<file path="src/rtl/bsd_defines.vh">
// Constants shared by the branch and system-control execution block.
// Assumes the including file supplies the timescale and module context.
`ifndef BSD_DEFINES_VH
`define BSD_DEFINES_VH

// Primary operation field, always the leading four bits of the first word.
`define BSD_OP_BRANCH 4'h0
`define BSD_OP_JUMP 4'h1
`define BSD_OP_CALL_REL 4'h2
`define BSD_OP_CALL_ABS 4'h3
`define BSD_OP_RET_SUB 4'h4
`define BSD_OP_TRAP 4'h5
`define BSD_OP_RET_EXC 4'h6
`define BSD_OP_SLEEP 4'h7
`define BSD_OP_LOAD_FLAGS 4'h8
`define BSD_OP_STORE_FLAGS 4'h9
`define BSD_OP_AND_FLAGS 4'ha
`define BSD_OP_OR_FLAGS 4'hb
`define BSD_OP_XOR_FLAGS 4'hc
`define BSD_OP_NOP 4'hd
`define BSD_OP_SECOND 4'hf

// Second operation field, bits 11..8, used under BSD_OP_SECOND.
`define BSD_OP2_MOVE_BYTE 4'h0
`define BSD_OP2_MOVE_WORD 4'h1

// Modifier bits inside bits 11..8 of the flag-register instructions.
`define BSD_SEL_EXT_BIT 11
`define BSD_SEL_MEM_BIT 10

// Branch condition field codes.
`define BSD_CC_ALWAYS 4'h0
`define BSD_CC_NEVER 4'h1
`define BSD_CC_HIGHER 4'h2
`define BSD_CC_LOWER_SAME 4'h3
`define BSD_CC_CARRY_CLEAR 4'h4
`define BSD_CC_CARRY_SET 4'h5
`define BSD_CC_NOT_EQUAL 4'h6
`define BSD_CC_EQUAL 4'h7
`define BSD_CC_OVF_CLEAR 4'h8
`define BSD_CC_OVF_SET 4'h9
`define BSD_CC_PLUS 4'ha
`define BSD_CC_MINUS 4'hb
`define BSD_CC_SIGNED_GE 4'hc
`define BSD_CC_SIGNED_LT 4'hd
`define BSD_CC_SIGNED_GT 4'he
`define BSD_CC_SIGNED_LE 4'hf

// Flag positions inside the condition-code register.
`define BSD_FLAG_C 0
`define BSD_FLAG_V 1
`define BSD_FLAG_Z 2
`define BSD_FLAG_N 3

// Extension word size codes.
`define BSD_EXT_NONE 2'h0
`define BSD_EXT_8 2'h1
`define BSD_EXT_16 2'h2
`define BSD_EXT_32 2'h3

// Instruction unit and pointer steps, in bytes.
`define BSD_WORD_BYTES 24'h000002
`define BSD_EXT16_BYTES 24'h000002
`define BSD_EXT32_BYTES 24'h000004
`define BSD_PTR_STEP 32'h00000001

// Execution states.
`define BSD_ST_READY 3'h0
`define BSD_ST_VEC_RD 3'h1
`define BSD_ST_FLAG_RD 3'h2
`define BSD_ST_FLAG_WR 3'h3
`define BSD_ST_MOVE_RD 3'h4
`define BSD_ST_MOVE_WR 3'h5
`define BSD_ST_SLEEP 3'h6

// Reset values and vector table placement.
`define BSD_PC_RESET 24'h000000
`define BSD_CCR_RESET 8'h80
`define BSD_EXR_RESET 8'h00
`define BSD_TRAP_VEC_BASE 24'h000020
`define BSD_RS_DEPTH 4
`define BSD_RS_PTR_W 2

`endif

</file>
<file path="src/rtl/bsd_cond_eval.v">
// Combinational evaluator of the sixteen branch conditions.
// Assumes the caller hands it the up-to-date condition-code byte.
`timescale 1ns/1ps
`include "bsd_defines.vh"

module bsd_cond_eval (
    input wire [3:0] cond_i,
    input wire [7:0] flags_i,
    output reg true_o
);
    wire c = flags_i[`BSD_FLAG_C];
    wire v = flags_i[`BSD_FLAG_V];
    wire z = flags_i[`BSD_FLAG_Z];
    wire n = flags_i[`BSD_FLAG_N];

    always @* begin
        case (cond_i)
            `BSD_CC_ALWAYS: true_o = 1'b1;
            `BSD_CC_NEVER: true_o = 1'b0;
            `BSD_CC_HIGHER: true_o = ((c | z) == 1'b0);
            `BSD_CC_LOWER_SAME: true_o = ((c | z) == 1'b1);
            `BSD_CC_CARRY_CLEAR: true_o = (c == 1'b0);
            `BSD_CC_CARRY_SET: true_o = (c == 1'b1);
            `BSD_CC_NOT_EQUAL: true_o = (z == 1'b0);
            `BSD_CC_EQUAL: true_o = (z == 1'b1);
            `BSD_CC_OVF_CLEAR: true_o = (v == 1'b0);
            `BSD_CC_OVF_SET: true_o = (v == 1'b1);
            `BSD_CC_PLUS: true_o = (n == 1'b0);
            `BSD_CC_MINUS: true_o = (n == 1'b1);
            `BSD_CC_SIGNED_GE: true_o = ((n ^ v) == 1'b0);
            `BSD_CC_SIGNED_LT: true_o = ((n ^ v) == 1'b1);
            `BSD_CC_SIGNED_GT: true_o = ((z | (n ^ v)) == 1'b0);
            `BSD_CC_SIGNED_LE: true_o = ((z | (n ^ v)) == 1'b1);
            default: true_o = 1'b0;
        endcase
    end
endmodule

</file>
<file path="src/rtl/bsd_exec_ctl.v">
// Execution control for branches, system control and block moves.
// Assumes assembled operands arrive with each instruction and memory acks each request.
// What this block does
// - Conditional branch jumps only if condition true; always/never fixed.
// - Unsigned conditions use carry, and carry OR zero.
// - Single-flag conditions test zero, overflow or negative directly.
// - Signed conditions use negative XOR overflow, optionally ORed with zero.
// - Unconditional jump always loads its target, flags ignored.
// - Both call forms jump to target and save the return address.
// - Subroutine return resumes at the address saved by the call.
// - Trap enters exception handling through the vector it selects.
// - Exception return restores the interrupted program flow.
// - Sleep enters power-down instead of running the next instruction.
// - Load to flag register copies source; memory source read by word.
// - Store of flag or extended register; memory target written by word.
// - AND, OR, XOR immediate combine into flag or extended register.
// - No-operation only advances the program counter, by two plus any extension bytes.
// - Byte-count move skips on zero, else copies and steps until zero.
// - Word-count move is the same but counts with sixteen bits.
// - Next instruction is accepted as soon as the last byte is moved.
// - Instructions are built from two-byte units with four field kinds.
// - Leading four bits are the operation; a second field is allowed.
// - Address selectors are three bits, data selectors three or four.
// - Extensions are 8, 16 or 32 bits; 24-bit values have zero top byte.
// - Condition field of a branch selects the evaluated condition.
// - Relative target is sign-extended displacement plus next address.
// - Trap carries a two-bit field choosing the vector address.
`timescale 1ns/1ps
`include "bsd_defines.vh"

module bsd_exec_ctl (
    input wire clk_i,
    input wire nrst_i,
    input wire instr_valid_i,
    input wire [15:0] instr_word_i,
    input wire [31:0] ext_word_i,
    input wire [1:0] ext_size_i,
    input wire [31:0] areg_data_i,
    input wire [7:0] src_data_i,
    input wire flags_we_i,
    input wire [7:0] flags_i,
    input wire wake_i,
    input wire [31:0] blk_src_i,
    input wire [31:0] blk_dst_i,
    input wire [15:0] blk_cnt_i,
    input wire mem_ack_i,
    input wire [15:0] mem_rdata_i,
    output reg instr_ready_o,
    output reg [23:0] pc_o,
    output reg [7:0] ccr_o,
    output reg [7:0] exr_o,
    output reg [2:0] areg_sel_o,
    output reg [3:0] dreg_sel_o,
    output reg branch_taken_o,
    output reg sleep_o,
    output reg store_we_o,
    output reg [7:0] store_data_o,
    output reg blk_we_o,
    output reg [31:0] blk_src_o,
    output reg [31:0] blk_dst_o,
    output reg [15:0] blk_cnt_o,
    output reg mem_req_o,
    output reg mem_we_o,
    output reg mem_word_o,
    output reg [23:0] mem_addr_o,
    output reg [15:0] mem_wdata_o
);
    function [7:0] bsd_logic_op;
        input [3:0] op;
        input [7:0] a;
        input [7:0] b;
        begin
            case (op)
                `BSD_OP_AND_FLAGS: bsd_logic_op = a & b;
                `BSD_OP_OR_FLAGS: bsd_logic_op = a | b;
                default: bsd_logic_op = a ^ b;
            endcase
        end
    endfunction
    reg [2:0] state_r;
    reg [23:0] exc_pc_r;
    reg [7:0] exc_ccr_r;
    reg [23:0] rs_mem_r [0:`BSD_RS_DEPTH-1];
    reg [`BSD_RS_PTR_W-1:0] rs_ptr_r;
    reg sel_ext_r;
    reg [`BSD_RS_PTR_W-1:0] rs_ptr_nxt;
    integer i;
    wire take = instr_valid_i & instr_ready_o;
    wire [3:0] op = instr_word_i[15:12];
    wire [3:0] op2 = instr_word_i[11:8];
    wire [1:0] trap_vec = instr_word_i[1:0];
    wire sel_ext = instr_word_i[`BSD_SEL_EXT_BIT];
    wire sel_mem = instr_word_i[`BSD_SEL_MEM_BIT];
    // Forwarding the flag write keeps a branch from using stale flags.
    wire [7:0] ccr_eff = flags_we_i ? flags_i : ccr_o;
    // An 8-bit extension lives inside the first word; wider ones add words.
    wire [23:0] ext_bytes = (ext_size_i == `BSD_EXT_32) ? `BSD_EXT32_BYTES :
        ((ext_size_i == `BSD_EXT_16) ? `BSD_EXT16_BYTES : 24'h000000);
    wire [23:0] seq_pc = pc_o + `BSD_WORD_BYTES + ext_bytes;
    wire [23:0] disp = (ext_size_i == `BSD_EXT_16) ? {{8{ext_word_i[15]}}, ext_word_i[15:0]} :
        {{16{ext_word_i[7]}}, ext_word_i[7:0]};
    wire [23:0] rel_pc = seq_pc + disp;
    // Top byte of a 24-bit value is zero by format, so only 23..0 is used.
    wire [23:0] abs_pc = (ext_size_i != `BSD_EXT_NONE) ? ext_word_i[23:0] :
        areg_data_i[23:0];
    wire [15:0] cnt_start = (op2 == `BSD_OP2_MOVE_WORD) ? blk_cnt_i : {8'h00, blk_cnt_i[7:0]};
    wire [15:0] cnt_dec = blk_cnt_o - 16'h0001;
    wire cond_true;
    bsd_cond_eval u_cond (
        .cond_i(op2),
        .flags_i(ccr_eff),
        .true_o(cond_true)
    );
    always @* begin
        rs_ptr_nxt = rs_ptr_r;
        if (take && (op == `BSD_OP_CALL_REL || op == `BSD_OP_CALL_ABS)) begin
            rs_ptr_nxt = rs_ptr_r + {{(`BSD_RS_PTR_W-1){1'b0}}, 1'b1};
        end else if (take && op == `BSD_OP_RET_SUB) begin
            rs_ptr_nxt = rs_ptr_r - {{(`BSD_RS_PTR_W-1){1'b0}}, 1'b1};
        end
    end
    always @(posedge clk_i or negedge nrst_i) begin
        if (!nrst_i) begin
            state_r <= `BSD_ST_READY;
            instr_ready_o <= 1'b1;
            pc_o <= `BSD_PC_RESET;
            ccr_o <= `BSD_CCR_RESET;
            exr_o <= `BSD_EXR_RESET;
            exc_pc_r <= `BSD_PC_RESET;
            exc_ccr_r <= `BSD_CCR_RESET;
            for (i = 0; i < `BSD_RS_DEPTH; i = i + 1) begin
                rs_mem_r[i] <= 24'h000000;
            end
            rs_ptr_r <= {`BSD_RS_PTR_W{1'b0}};
            sel_ext_r <= 1'b0;
            areg_sel_o <= 3'h0;
            dreg_sel_o <= 4'h0;
            branch_taken_o <= 1'b0;
            sleep_o <= 1'b0;
            store_we_o <= 1'b0;
            store_data_o <= 8'h00;
            blk_we_o <= 1'b0;
            blk_src_o <= 32'h00000000;
            blk_dst_o <= 32'h00000000;
            blk_cnt_o <= 16'h0000;
            mem_req_o <= 1'b0;
            mem_we_o <= 1'b0;
            mem_word_o <= 1'b0;
            mem_addr_o <= 24'h000000;
            mem_wdata_o <= 16'h0000;
        end else begin
            branch_taken_o <= 1'b0;
            store_we_o <= 1'b0;
            blk_we_o <= 1'b0;
            rs_ptr_r <= rs_ptr_nxt;
            // Flag-register instructions below override this later in program order.
            if (flags_we_i) begin
                ccr_o <= flags_i;
            end
            case (state_r)
                `BSD_ST_READY: begin
                    if (take) begin
                        areg_sel_o <= instr_word_i[6:4];
                        dreg_sel_o <= instr_word_i[3:0];
                        sel_ext_r <= sel_ext;
                        pc_o <= seq_pc;
                        case (op)
                            `BSD_OP_BRANCH: begin
                                if (cond_true) begin
                                    pc_o <= rel_pc;
                                    branch_taken_o <= 1'b1;
                                end
                            end
                            `BSD_OP_JUMP: begin
                                pc_o <= abs_pc;
                                branch_taken_o <= 1'b1;
                            end
                            `BSD_OP_CALL_REL: begin
                                rs_mem_r[rs_ptr_r] <= seq_pc;
                                pc_o <= rel_pc;
                                branch_taken_o <= 1'b1;
                            end
                            `BSD_OP_CALL_ABS: begin
                                rs_mem_r[rs_ptr_r] <= seq_pc;
                                pc_o <= abs_pc;
                                branch_taken_o <= 1'b1;
                            end
                            `BSD_OP_RET_SUB: begin
                                pc_o <= rs_mem_r[rs_ptr_nxt];
                                branch_taken_o <= 1'b1;
                            end
                            `BSD_OP_TRAP: begin
                                exc_pc_r <= seq_pc;
                                exc_ccr_r <= ccr_eff;
                                mem_req_o <= 1'b1;
                                mem_we_o <= 1'b0;
                                mem_word_o <= 1'b1;
                                mem_addr_o <= `BSD_TRAP_VEC_BASE + {20'h00000, trap_vec, 2'b00};
                                instr_ready_o <= 1'b0;
                                state_r <= `BSD_ST_VEC_RD;
                            end
                            `BSD_OP_RET_EXC: begin
                                pc_o <= exc_pc_r;
                                ccr_o <= exc_ccr_r;
                                branch_taken_o <= 1'b1;
                            end
                            `BSD_OP_SLEEP: begin
                                sleep_o <= 1'b1;
                                instr_ready_o <= 1'b0;
                                state_r <= `BSD_ST_SLEEP;
                            end
                            `BSD_OP_LOAD_FLAGS: begin
                                if (sel_mem) begin
                                    mem_req_o <= 1'b1;
                                    mem_we_o <= 1'b0;
                                    mem_word_o <= 1'b1;
                                    mem_addr_o <= abs_pc;
                                    instr_ready_o <= 1'b0;
                                    state_r <= `BSD_ST_FLAG_RD;
                                end else if (sel_ext) begin
                                    exr_o <= src_data_i;
                                end else begin
                                    ccr_o <= src_data_i;
                                end
                            end
                            `BSD_OP_STORE_FLAGS: begin
                                if (sel_mem) begin
                                    mem_req_o <= 1'b1;
                                    mem_we_o <= 1'b1;
                                    mem_word_o <= 1'b1;
                                    mem_addr_o <= abs_pc;
                                    mem_wdata_o <= {(sel_ext ? exr_o : ccr_eff), 8'h00};
                                    instr_ready_o <= 1'b0;
                                    state_r <= `BSD_ST_FLAG_WR;
                                end else begin
                                    store_data_o <= sel_ext ? exr_o : ccr_eff;
                                    store_we_o <= 1'b1;
                                end
                            end
                            `BSD_OP_AND_FLAGS, `BSD_OP_OR_FLAGS, `BSD_OP_XOR_FLAGS: begin
                                if (sel_ext) begin
                                    exr_o <= bsd_logic_op(op, exr_o, ext_word_i[7:0]);
                                end else begin
                                    ccr_o <= bsd_logic_op(op, ccr_eff, ext_word_i[7:0]);
                                end
                            end
                            `BSD_OP_SECOND: begin
                                if (op2 == `BSD_OP2_MOVE_BYTE || op2 == `BSD_OP2_MOVE_WORD) begin
                                    blk_src_o <= blk_src_i;
                                    blk_dst_o <= blk_dst_i;
                                    blk_cnt_o <= cnt_start;
                                    // A zero count falls through as if it were a no-op.
                                    if (cnt_start != 16'h0000) begin
                                        mem_req_o <= 1'b1;
                                        mem_we_o <= 1'b0;
                                        mem_word_o <= 1'b0;
                                        mem_addr_o <= blk_src_i[23:0];
                                        instr_ready_o <= 1'b0;
                                        state_r <= `BSD_ST_MOVE_RD;
                                    end
                                end
                            end
                            default: ;
                        endcase
                    end
                end
                `BSD_ST_VEC_RD: begin
                    if (mem_ack_i) begin
                        mem_req_o <= 1'b0;
                        pc_o <= {8'h00, mem_rdata_i};
                        branch_taken_o <= 1'b1;
                        instr_ready_o <= 1'b1;
                        state_r <= `BSD_ST_READY;
                    end
                end
                `BSD_ST_FLAG_RD: begin
                    if (mem_ack_i) begin
                        mem_req_o <= 1'b0;
                        if (sel_ext_r) begin
                            exr_o <= mem_rdata_i[15:8];
                        end else begin
                            ccr_o <= mem_rdata_i[15:8];
                        end
                        instr_ready_o <= 1'b1;
                        state_r <= `BSD_ST_READY;
                    end
                end
                `BSD_ST_FLAG_WR: begin
                    if (mem_ack_i) begin
                        mem_req_o <= 1'b0;
                        mem_we_o <= 1'b0;
                        instr_ready_o <= 1'b1;
                        state_r <= `BSD_ST_READY;
                    end
                end
                `BSD_ST_MOVE_RD: begin
                    if (mem_ack_i) begin
                        mem_we_o <= 1'b1;
                        mem_addr_o <= blk_dst_o[23:0];
                        mem_wdata_o <= {8'h00, mem_rdata_i[7:0]};
                        state_r <= `BSD_ST_MOVE_WR;
                    end
                end
                `BSD_ST_MOVE_WR: begin
                    if (mem_ack_i) begin
                        blk_src_o <= blk_src_o + `BSD_PTR_STEP;
                        blk_dst_o <= blk_dst_o + `BSD_PTR_STEP;
                        blk_cnt_o <= cnt_dec;
                        mem_we_o <= 1'b0;
                        if (cnt_dec == 16'h0000) begin
                            mem_req_o <= 1'b0;
                            blk_we_o <= 1'b1;
                            instr_ready_o <= 1'b1;
                            state_r <= `BSD_ST_READY;
                        end else begin
                            mem_addr_o <= blk_src_o[23:0] + 24'h000001;
                            state_r <= `BSD_ST_MOVE_RD;
                        end
                    end
                end
                `BSD_ST_SLEEP: begin
                    if (wake_i) begin
                        sleep_o <= 1'b0;
                        instr_ready_o <= 1'b1;
                        state_r <= `BSD_ST_READY;
                    end
                end
                default: begin
                    mem_req_o <= 1'b0;
                    instr_ready_o <= 1'b1;
                    state_r <= `BSD_ST_READY;
                end
            endcase
        end
    end
endmodule

</file>
<file path="config.mk">
export PLATFORM = sky130hd
export DESIGN_NAME = bsd_exec_ctl
export DESIGN_NICKNAME = d
export VERILOG_FILES = /design/src/rtl/bsd_cond_eval.v /design/src/rtl/bsd_exec_ctl.v
export VERILOG_INCLUDE_DIRS = /design/src /design/src/rtl
export SDC_FILE = /design/constraint.sdc
export NUM_CORES = 1
export LEC_CHECK = 0
export BUFFER_PORTS_ARGS = -buffer_cell sky130_fd_sc_hd__buf_2
export CORE_ASPECT_RATIO = 0.8
export CORE_MARGIN = 3
export CORE_UTILIZATION = 55
export DETAILED_ROUTE_END_ITERATION = 8
export HOLD_SLACK_MARGIN = 0.12
export PLACE_DENSITY = 0.79
export SYNTH_ARGS = -nofsm -noshare
export SYNTH_HDL_FRONTEND = slang
export SYNTH_SLANG_ARGS = --single-unit
</file>
<file path="constraint.sdc">
create_clock -name clk_i -period 4.4 [get_ports clk_i]
set_input_delay 1.32 -clock clk_i [delete_from_list [all_inputs] [get_ports clk_i]]
set_output_delay 1.32 -clock clk_i [all_outputs]
set_load 0.02 [all_outputs]
</file>
# After elaboration in Yosys (flattened, before gate mapping)

Cells that the tools add are included.

Bits in registers: 317
Output and inout bits: 183
Logic and storage cells: 293

Add/subtract/negate cells: 10
Magnitude comparators: 3
Equal/unequal tests: 68
Multiplexer cells: 119
Bitwise gates (word level): 22
Reduce and logical (&&, ||, !) cells: 43

Operators by type and width:

| operator              | count |
|---|---|
| $mux 24               | 15 |
| $mux 32               | 8 |
| $mux 16               | 9 |
| $pmux 24 s3           | 2 |
| $pmux 32 s2           | 2 |
| $pmux 24 s5           | 1 |
| $mux 8                | 14 |
| $bwmux 96             | 1 |
| $pmux 8 s2            | 5 |
| $add 32x1->32 const B | 2 |
| $pmux 16 s2           | 2 |
| $eq 4x4->1 const B    | 14 |
| $bmux 24 s2           | 1 |
| $demux 24 s2          | 1 |
| $pmux 24 s2           | 1 |
| $mux 3                | 11 |
| $eq 4x3->1 const B    | 8 |
| $pmux 3 s5            | 2 |
| $mux 1                | 29 |
| $reduce_and 9->1      | 3 |
| $ne 2x2->1 const B    | 13 |
| $add 24x1->24 const B | 1 |
| $add 24x2->24 const B | 1 |
| $add 24x24->24        | 1 |
| other kinds (53)      | 118 |

# Logic depth before layout (Yosys ltp)

Depth in word-level cells: 11
Mapped depth: 23
Depth with buffers taken out: 22

# Hierarchy

Synthesis repeated with hierarchy kept, for this count alone.

Cell total of the unflattened synthesis: 2481
Area, all modules: 19977.9 um^2

By module, submodules not included:

| module        | times used | cells an instance | area an instance (um^2) |
|---|---|---|---|
| bsd_exec_ctl  | 1          | 2471              | 19899.1 |
| bsd_cond_eval | 1          | 10                | 78.8 |

# Worst setup path before layout

Ideal clock, no wire load.

Path type: input-to-reg
Start: in ext_size_i[1]
End: reg pc_o[22]
Library setup time: 0.125 ns
Arrival: 4.936 ns
Required time: 4.275 ns
Slack: -0.661 ns
Cell stages on the path: 20
Cell sequence: nor2b_1 -> buf_2 -> inv_1 -> ha_1 -> inv_1 -> ha_1 -> inv_1 -> fa_1 -> xor2_1 -> inv_1 -> ha_1 -> a21o_1 -> a21oi_1 -> a21boi_0 -> o41a_1 -> a41o_1 -> a211o_1 -> a21boi_1 -> xor2_1 -> o21ai_1

Longest elaborated chain between the ends: 9
Elaborated cells between the ends (all ways): 13
Those cells by class: 2 x add/sub; 2 x eq/ne; 8 x mux; 1 x reduce/logical

RTL lines:

| what                 | line               | text |
|---|---|---|
| from (decl)          | bsd_exec_ctl.v:37  | `input wire [1:0] ext_size_i,` |
| $eq 2x2->1 (no line) | -                  |  |
| $mux 2               | bsd_exec_ctl.v:98  | `` ((ext_size_i == `BSD_EXT_16) ? `BSD_EXT16_BYTES : 24'h000000); `` |
| $mux 3 (*)           | bsd_exec_ctl.v:97  | `` wire [23:0] ext_bytes = (ext_size_i == `BSD_EXT_32) ? `BSD_EXT32_BYTES : `` |
| $add 24x3->24 (*)    | bsd_exec_ctl.v:99  | `` wire [23:0] seq_pc = pc_o + `BSD_WORD_BYTES + ext_bytes; `` |
| net seq_pc[4]        | bsd_exec_ctl.v:99  |  |
| $add 24x24->24 (*)   | bsd_exec_ctl.v:102 | `wire [23:0] rel_pc = seq_pc + disp;` |
| $mux 24              | bsd_exec_ctl.v:169 | `if (cond_true) begin` |
| $pmux 24 s5 (*)      | bsd_exec_ctl.v:167 | `case (op)` |
| $mux 24 (*)          | bsd_exec_ctl.v:162 | `if (take) begin` |
| $pmux 24 s2 (*)      | bsd_exec_ctl.v:160 | `case (state_r)` |
| to (signal assigned) | bsd_exec_ctl.v:166 | `pc_o <= seq_pc;` |
| to (signal assigned) | bsd_exec_ctl.v:170 | `pc_o <= rel_pc;` |
| to (signal assigned) | bsd_exec_ctl.v:175 | `pc_o <= abs_pc;` |
| to (decl)            | bsd_exec_ctl.v:49  | `output reg [23:0] pc_o,` |

The timed path passes the listed nets; every way through them passes the cells marked *. The select of a mux whose other input is x is not followed.
A chain may end at the register's enable or synchronous reset.

# Worst setup path after layout

Start: in ext_size_i[1]
End: reg pc_o[21]

Same word-level chain as after synthesis.

==> qor.log <==
[status] outcome complete, but fails checks
[status] violations in the final reports setup timing
[power] leakage power summed over all cells 11.6 nW
[global_routing] total global routing overflow 0
[route] drt first pass iters 7
[sta] time the worst path needs with I/O delays and setup 4.53 ns
[finish] area used by sequential logic in the layout 0.00794 mm^2
[worst_setup_path] arrival time reported for the critical path endpoint 4.95 ns
[power] worst vdd rail ir drop 0.419 mV
[worst_setup_path] type of the worst setup path primary input to flop
[clock_tree] Hold-fix buffers, CTS 0
[floorplanning] die extent in x 220 um
[yosys] Main synth FF type sky130_fd_sc_hd__dfrtp_1
[finish] Final Instance Count excl. Fillers 3438
[finish] commonest cells after routing, fill and taps aside sky130_fd_sc_hd__nand2_1, sky130_fd_sc_hd__buf_2, sky130_fd_sc_hd__o21ai_0, sky130_fd_sc_hd__dfrtp_1, sky130_fd_sc_hd__a21oi_1
[sta] slew margin rel. 42.4%
[sta] Setup Viol. Count Final 5
[route] starting DRC count in detailed routing 2646
[floorplanning] area of the core 0.0361 mm^2
[clock_tree] number of clock sinks seen by CTS 317
[worst_setup_path] data required time of the worst path 4.82 ns
[route] DR WL/cell 21.7 um
[yosys] syn avg cell area 8.05 um^2
[global_routing] global-route usage over all layers 37.1%
[worst_setup_path] Critical Path Source Type primary input
[worst_setup_path] kind of end point of the critical path flop
[power] total power per unit cell area 550 mW/mm^2
[sta] total negative setup slack -0.270 ns
[finish] most common library cell in the layout ignoring fill and taps sky130_fd_sc_hd__nand2_1
[route] detailed-route wire length 74.8 mm
[floorplanning] Initial Utilization 56.1%
[finish] signed area change from the synthesized netlist to the final layout 23.3%
[power] total power of the final layout 13.7 mW
[sta] share of the cycle needed by the critical path after routing 103%
[route] total vias in the final route 21726
[floorplanning] I/O pin count 383
[route] number of nets with antenna violations after routing 0
[floorplanning] row count 62
[route] total DRC errors in the routed layout 0
[finish] layout cells sized above 1 23.9%
[route] drt via density 6.32
[finish] cell area after layout 0.0249 mm^2
[yosys] cell count after synthesis 2513
[yosys] Post-Syn Nets 2782
[place] # port buffers 365
[sta] Pins Over Slew Limit 0
[global_routing] number of antenna violations at the first check in global routing 10
[place] cell total after placement 3354
[finish] total area of multi-input combinational cells 0.0116 mm^2
[yosys] sequential fraction of the synthesis area 39.2%
[clock_tree] number of buffers created by CTS 36
[min_path] worst min path class flop to flop
[clock_tree] clock-pin slew of the registers on the worst-case setup and hold paths 0.07 ns
[floorplanning] die boundary height 178 um
[sta] setup repair after global routing missed its margin true
[place] worst setup slack after placement -0.737 ns
[floorplanning] die outline area 0.0391 mm^2
[global_routing] wire length of the first global-routing pass 114 mm
[worst_setup_path] length in cells of the worst reg-to-reg path 18
[sta] final count of hold timing violations 0
[yosys] number of flops mapped to enable cells by yosys 0
[finish] # nets final 3191
[min_path] instance count along the most critical hold path 2
[clock_tree] CTS H-tree lvls 2
[clock_tree] worst-case clock buffer depth 3
[global_routing] maximum number of pins on one net before global-route repair 102
[sta] worst clock skew on the final layout 0.0243 ns
[yosys] cell area after synthesis 0.0202 mm^2
[yosys] Async SR Flop Fraction 100%
[sta] fmax 221 MHz
[sta] actual slew at the worst max-slew pin 0.862 ns
[place] half-perimeter wire length after detailed placement 54.0 mm
[yosys] number of unique standard cell types used by synthesis 91
[finish] number of filler instances in the final layout 2893
[yosys] yosys warns 0
[finish] core occupancy in the finished layout 69.1%
[worst_setup_path] CP Max Fanout 5
[clock_tree] clock tree from TritonCTS yes
[place] routability congestion estimate 0.960
[run] Max Cap Violations 0
[sta] Post-Route Hold Slack 0.476 ns
[global_routing] number of global-route vias before repair 20384
[clock_tree] root buffer cell sky130_fd_sc_hd__clkbuf_16
[place] area after detailed placement 0.0235 mm^2
[sta] Final WS setup -0.128 ns
[clock_tree] clock insertion delay at the later pin of the skew report 0.54 ns
[yosys] count of state elements after synthesis 317
worst max-delay path: stages:
cell,delay [ns]
sky130_fd_sc_hd__buf_8,0.10
sky130_fd_sc_hd__and2_4,0.17
sky130_fd_sc_hd__ha_4,0.26
sky130_fd_sc_hd__ha_4,0.12
sky130_fd_sc_hd__inv_2,0.03
sky130_fd_sc_hd__fa_2,0.35
sky130_fd_sc_hd__nand3b_1,0.22
sky130_fd_sc_hd__xor2_2,0.23
sky130_fd_sc_hd__inv_2,0.08
sky130_fd_sc_hd__ha_4,0.25
sky130_fd_sc_hd__a2111oi_4,0.37
sky130_fd_sc_hd__o21ai_2,0.12
sky130_fd_sc_hd__nand4_1,0.19
sky130_fd_sc_hd__buf_4,0.15
sky130_fd_sc_hd__a211oi_2,0.06
sky130_fd_sc_hd__o211ai_1,0.29
sky130_fd_sc_hd__nand3b_1,0.17
sky130_fd_sc_hd__a31oi_2,0.19
sky130_fd_sc_hd__xor2_1,0.18
sky130_fd_sc_hd__o21ai_1,0.07
power breakdown:
part / internal (mW) / leakage (nW) / switching [mW]
logic: 2.33 / 6.88 / 3.99
clock network: 1.75 / 0.571 / 1.26
registers: 3.56 / 4.11 / 0.830
total: 7.65 / 11.6 / 6.07
cells in the mapped netlist, types with 23 or more instances:
cell | instances | area [um^2]
sky130_fd_sc_hd__nand2_1 | 450 | 1690
sky130_fd_sc_hd__o21ai_0 | 324 | 1620
sky130_fd_sc_hd__dfrtp_1 | 314 | 7860
sky130_fd_sc_hd__a21oi_1 | 231 | 1160
sky130_fd_sc_hd__nor2_1 | 188 | 706
sky130_fd_sc_hd__clkbuf_1 | 122 | 458
sky130_fd_sc_hd__inv_1 | 90 | 338
sky130_fd_sc_hd__ha_1 | 67 | 838
sky130_fd_sc_hd__mux2i_1 | 61 | 611
sky130_fd_sc_hd__o22ai_1 | 59 | 369
sky130_fd_sc_hd__nand3_1 | 52 | 260
sky130_fd_sc_hd__and3_1 | 36 | 225
sky130_fd_sc_hd__xor2_1 | 36 | 315
sky130_fd_sc_hd__xnor2_1 | 34 | 298
sky130_fd_sc_hd__a211oi_1 | 31 | 233
sky130_fd_sc_hd__nor3_1 | 31 | 155
sky130_fd_sc_hd__o211ai_1 | 28 | 210
sky130_fd_sc_hd__a21o_1 | 23 | 173
sky130_fd_sc_hd__o21ai_1 | 23 | 115
cell families after synthesis:
| kind of cell | Yosys count | synth area share [%] |
|---|---|---|
| buf+inv | 255 | 5.24 |
| compound gates | 857 | 25.0 |
| fa+ha+maj | 69 | 4.34 |
| xor+xnor | 71 | 3.15 |
| flops | 317 | 39.2 |
| simple gates | 867 | 19.0 |
| mux | 77 | 4.04 |
layer usage:
metal  track usage [%]  vias to the layer above  part of all wire, %
li1                  -                     9750                    -
met1              50.0                    10239                   39
met2              58.1                     1454                   45
met3              7.33                      281                   11
met4              16.7                        2                  5.0
met5                 0                        -                0.017
cell type report:
class | count | area share [%]
multi-input combinational | 1941 | 46.7
sequential | 317 | 31.8
timing repair buffer | 532 | 12.9
clock buffer | 53 | 4.31
tap | 480 | 2.41
inverter | 94 | 1.41
clock inverter | 10 | 0.336
antenna | 11 | 0.110
what timing repair did:
action / in CTS / in global routing
pin swaps: 20 / 20
endpoints found under the setup margin: 8 / 11
gates resized for setup: 21 / 20
buffers inserted: 6 / 4
flip-flops by register name (all words and copies together), names as in the netlist, 2 cells and up:
name / count
exr_o: 8
store_data_o: 8
ccr_o: 8
rs_ptr_r: 2
blk_cnt_o: 16
exc_pc_r: 24
exc_ccr_r: 8
blk_dst_o: 32
state_r: 3
areg_sel_o: 3
mem_addr_o: 24
mem_wdata_o: 16
pc_o: 24
rs_mem_r: 96
dreg_sel_o: 4
blk_src_o: 32
final timing paths:
kind                                     from             to  slack (ns)
max in group asynchronous              nrst_i        pc_o[1]        2.63
min in group asynchronous              nrst_i  blk_cnt_o[14]        0.82
worst min-delay path            areg_sel_o[1]  areg_sel_o[1]        0.48
worst min register to register  areg_sel_o[1]  areg_sel_o[1]        0.48
worst max-delay path            ext_size_i[1]       pc_o[21]       -0.13
worst max register to register        pc_o[2]       pc_o[21]        0.48
Note: power is estimated with default switching activity, not from simulation.
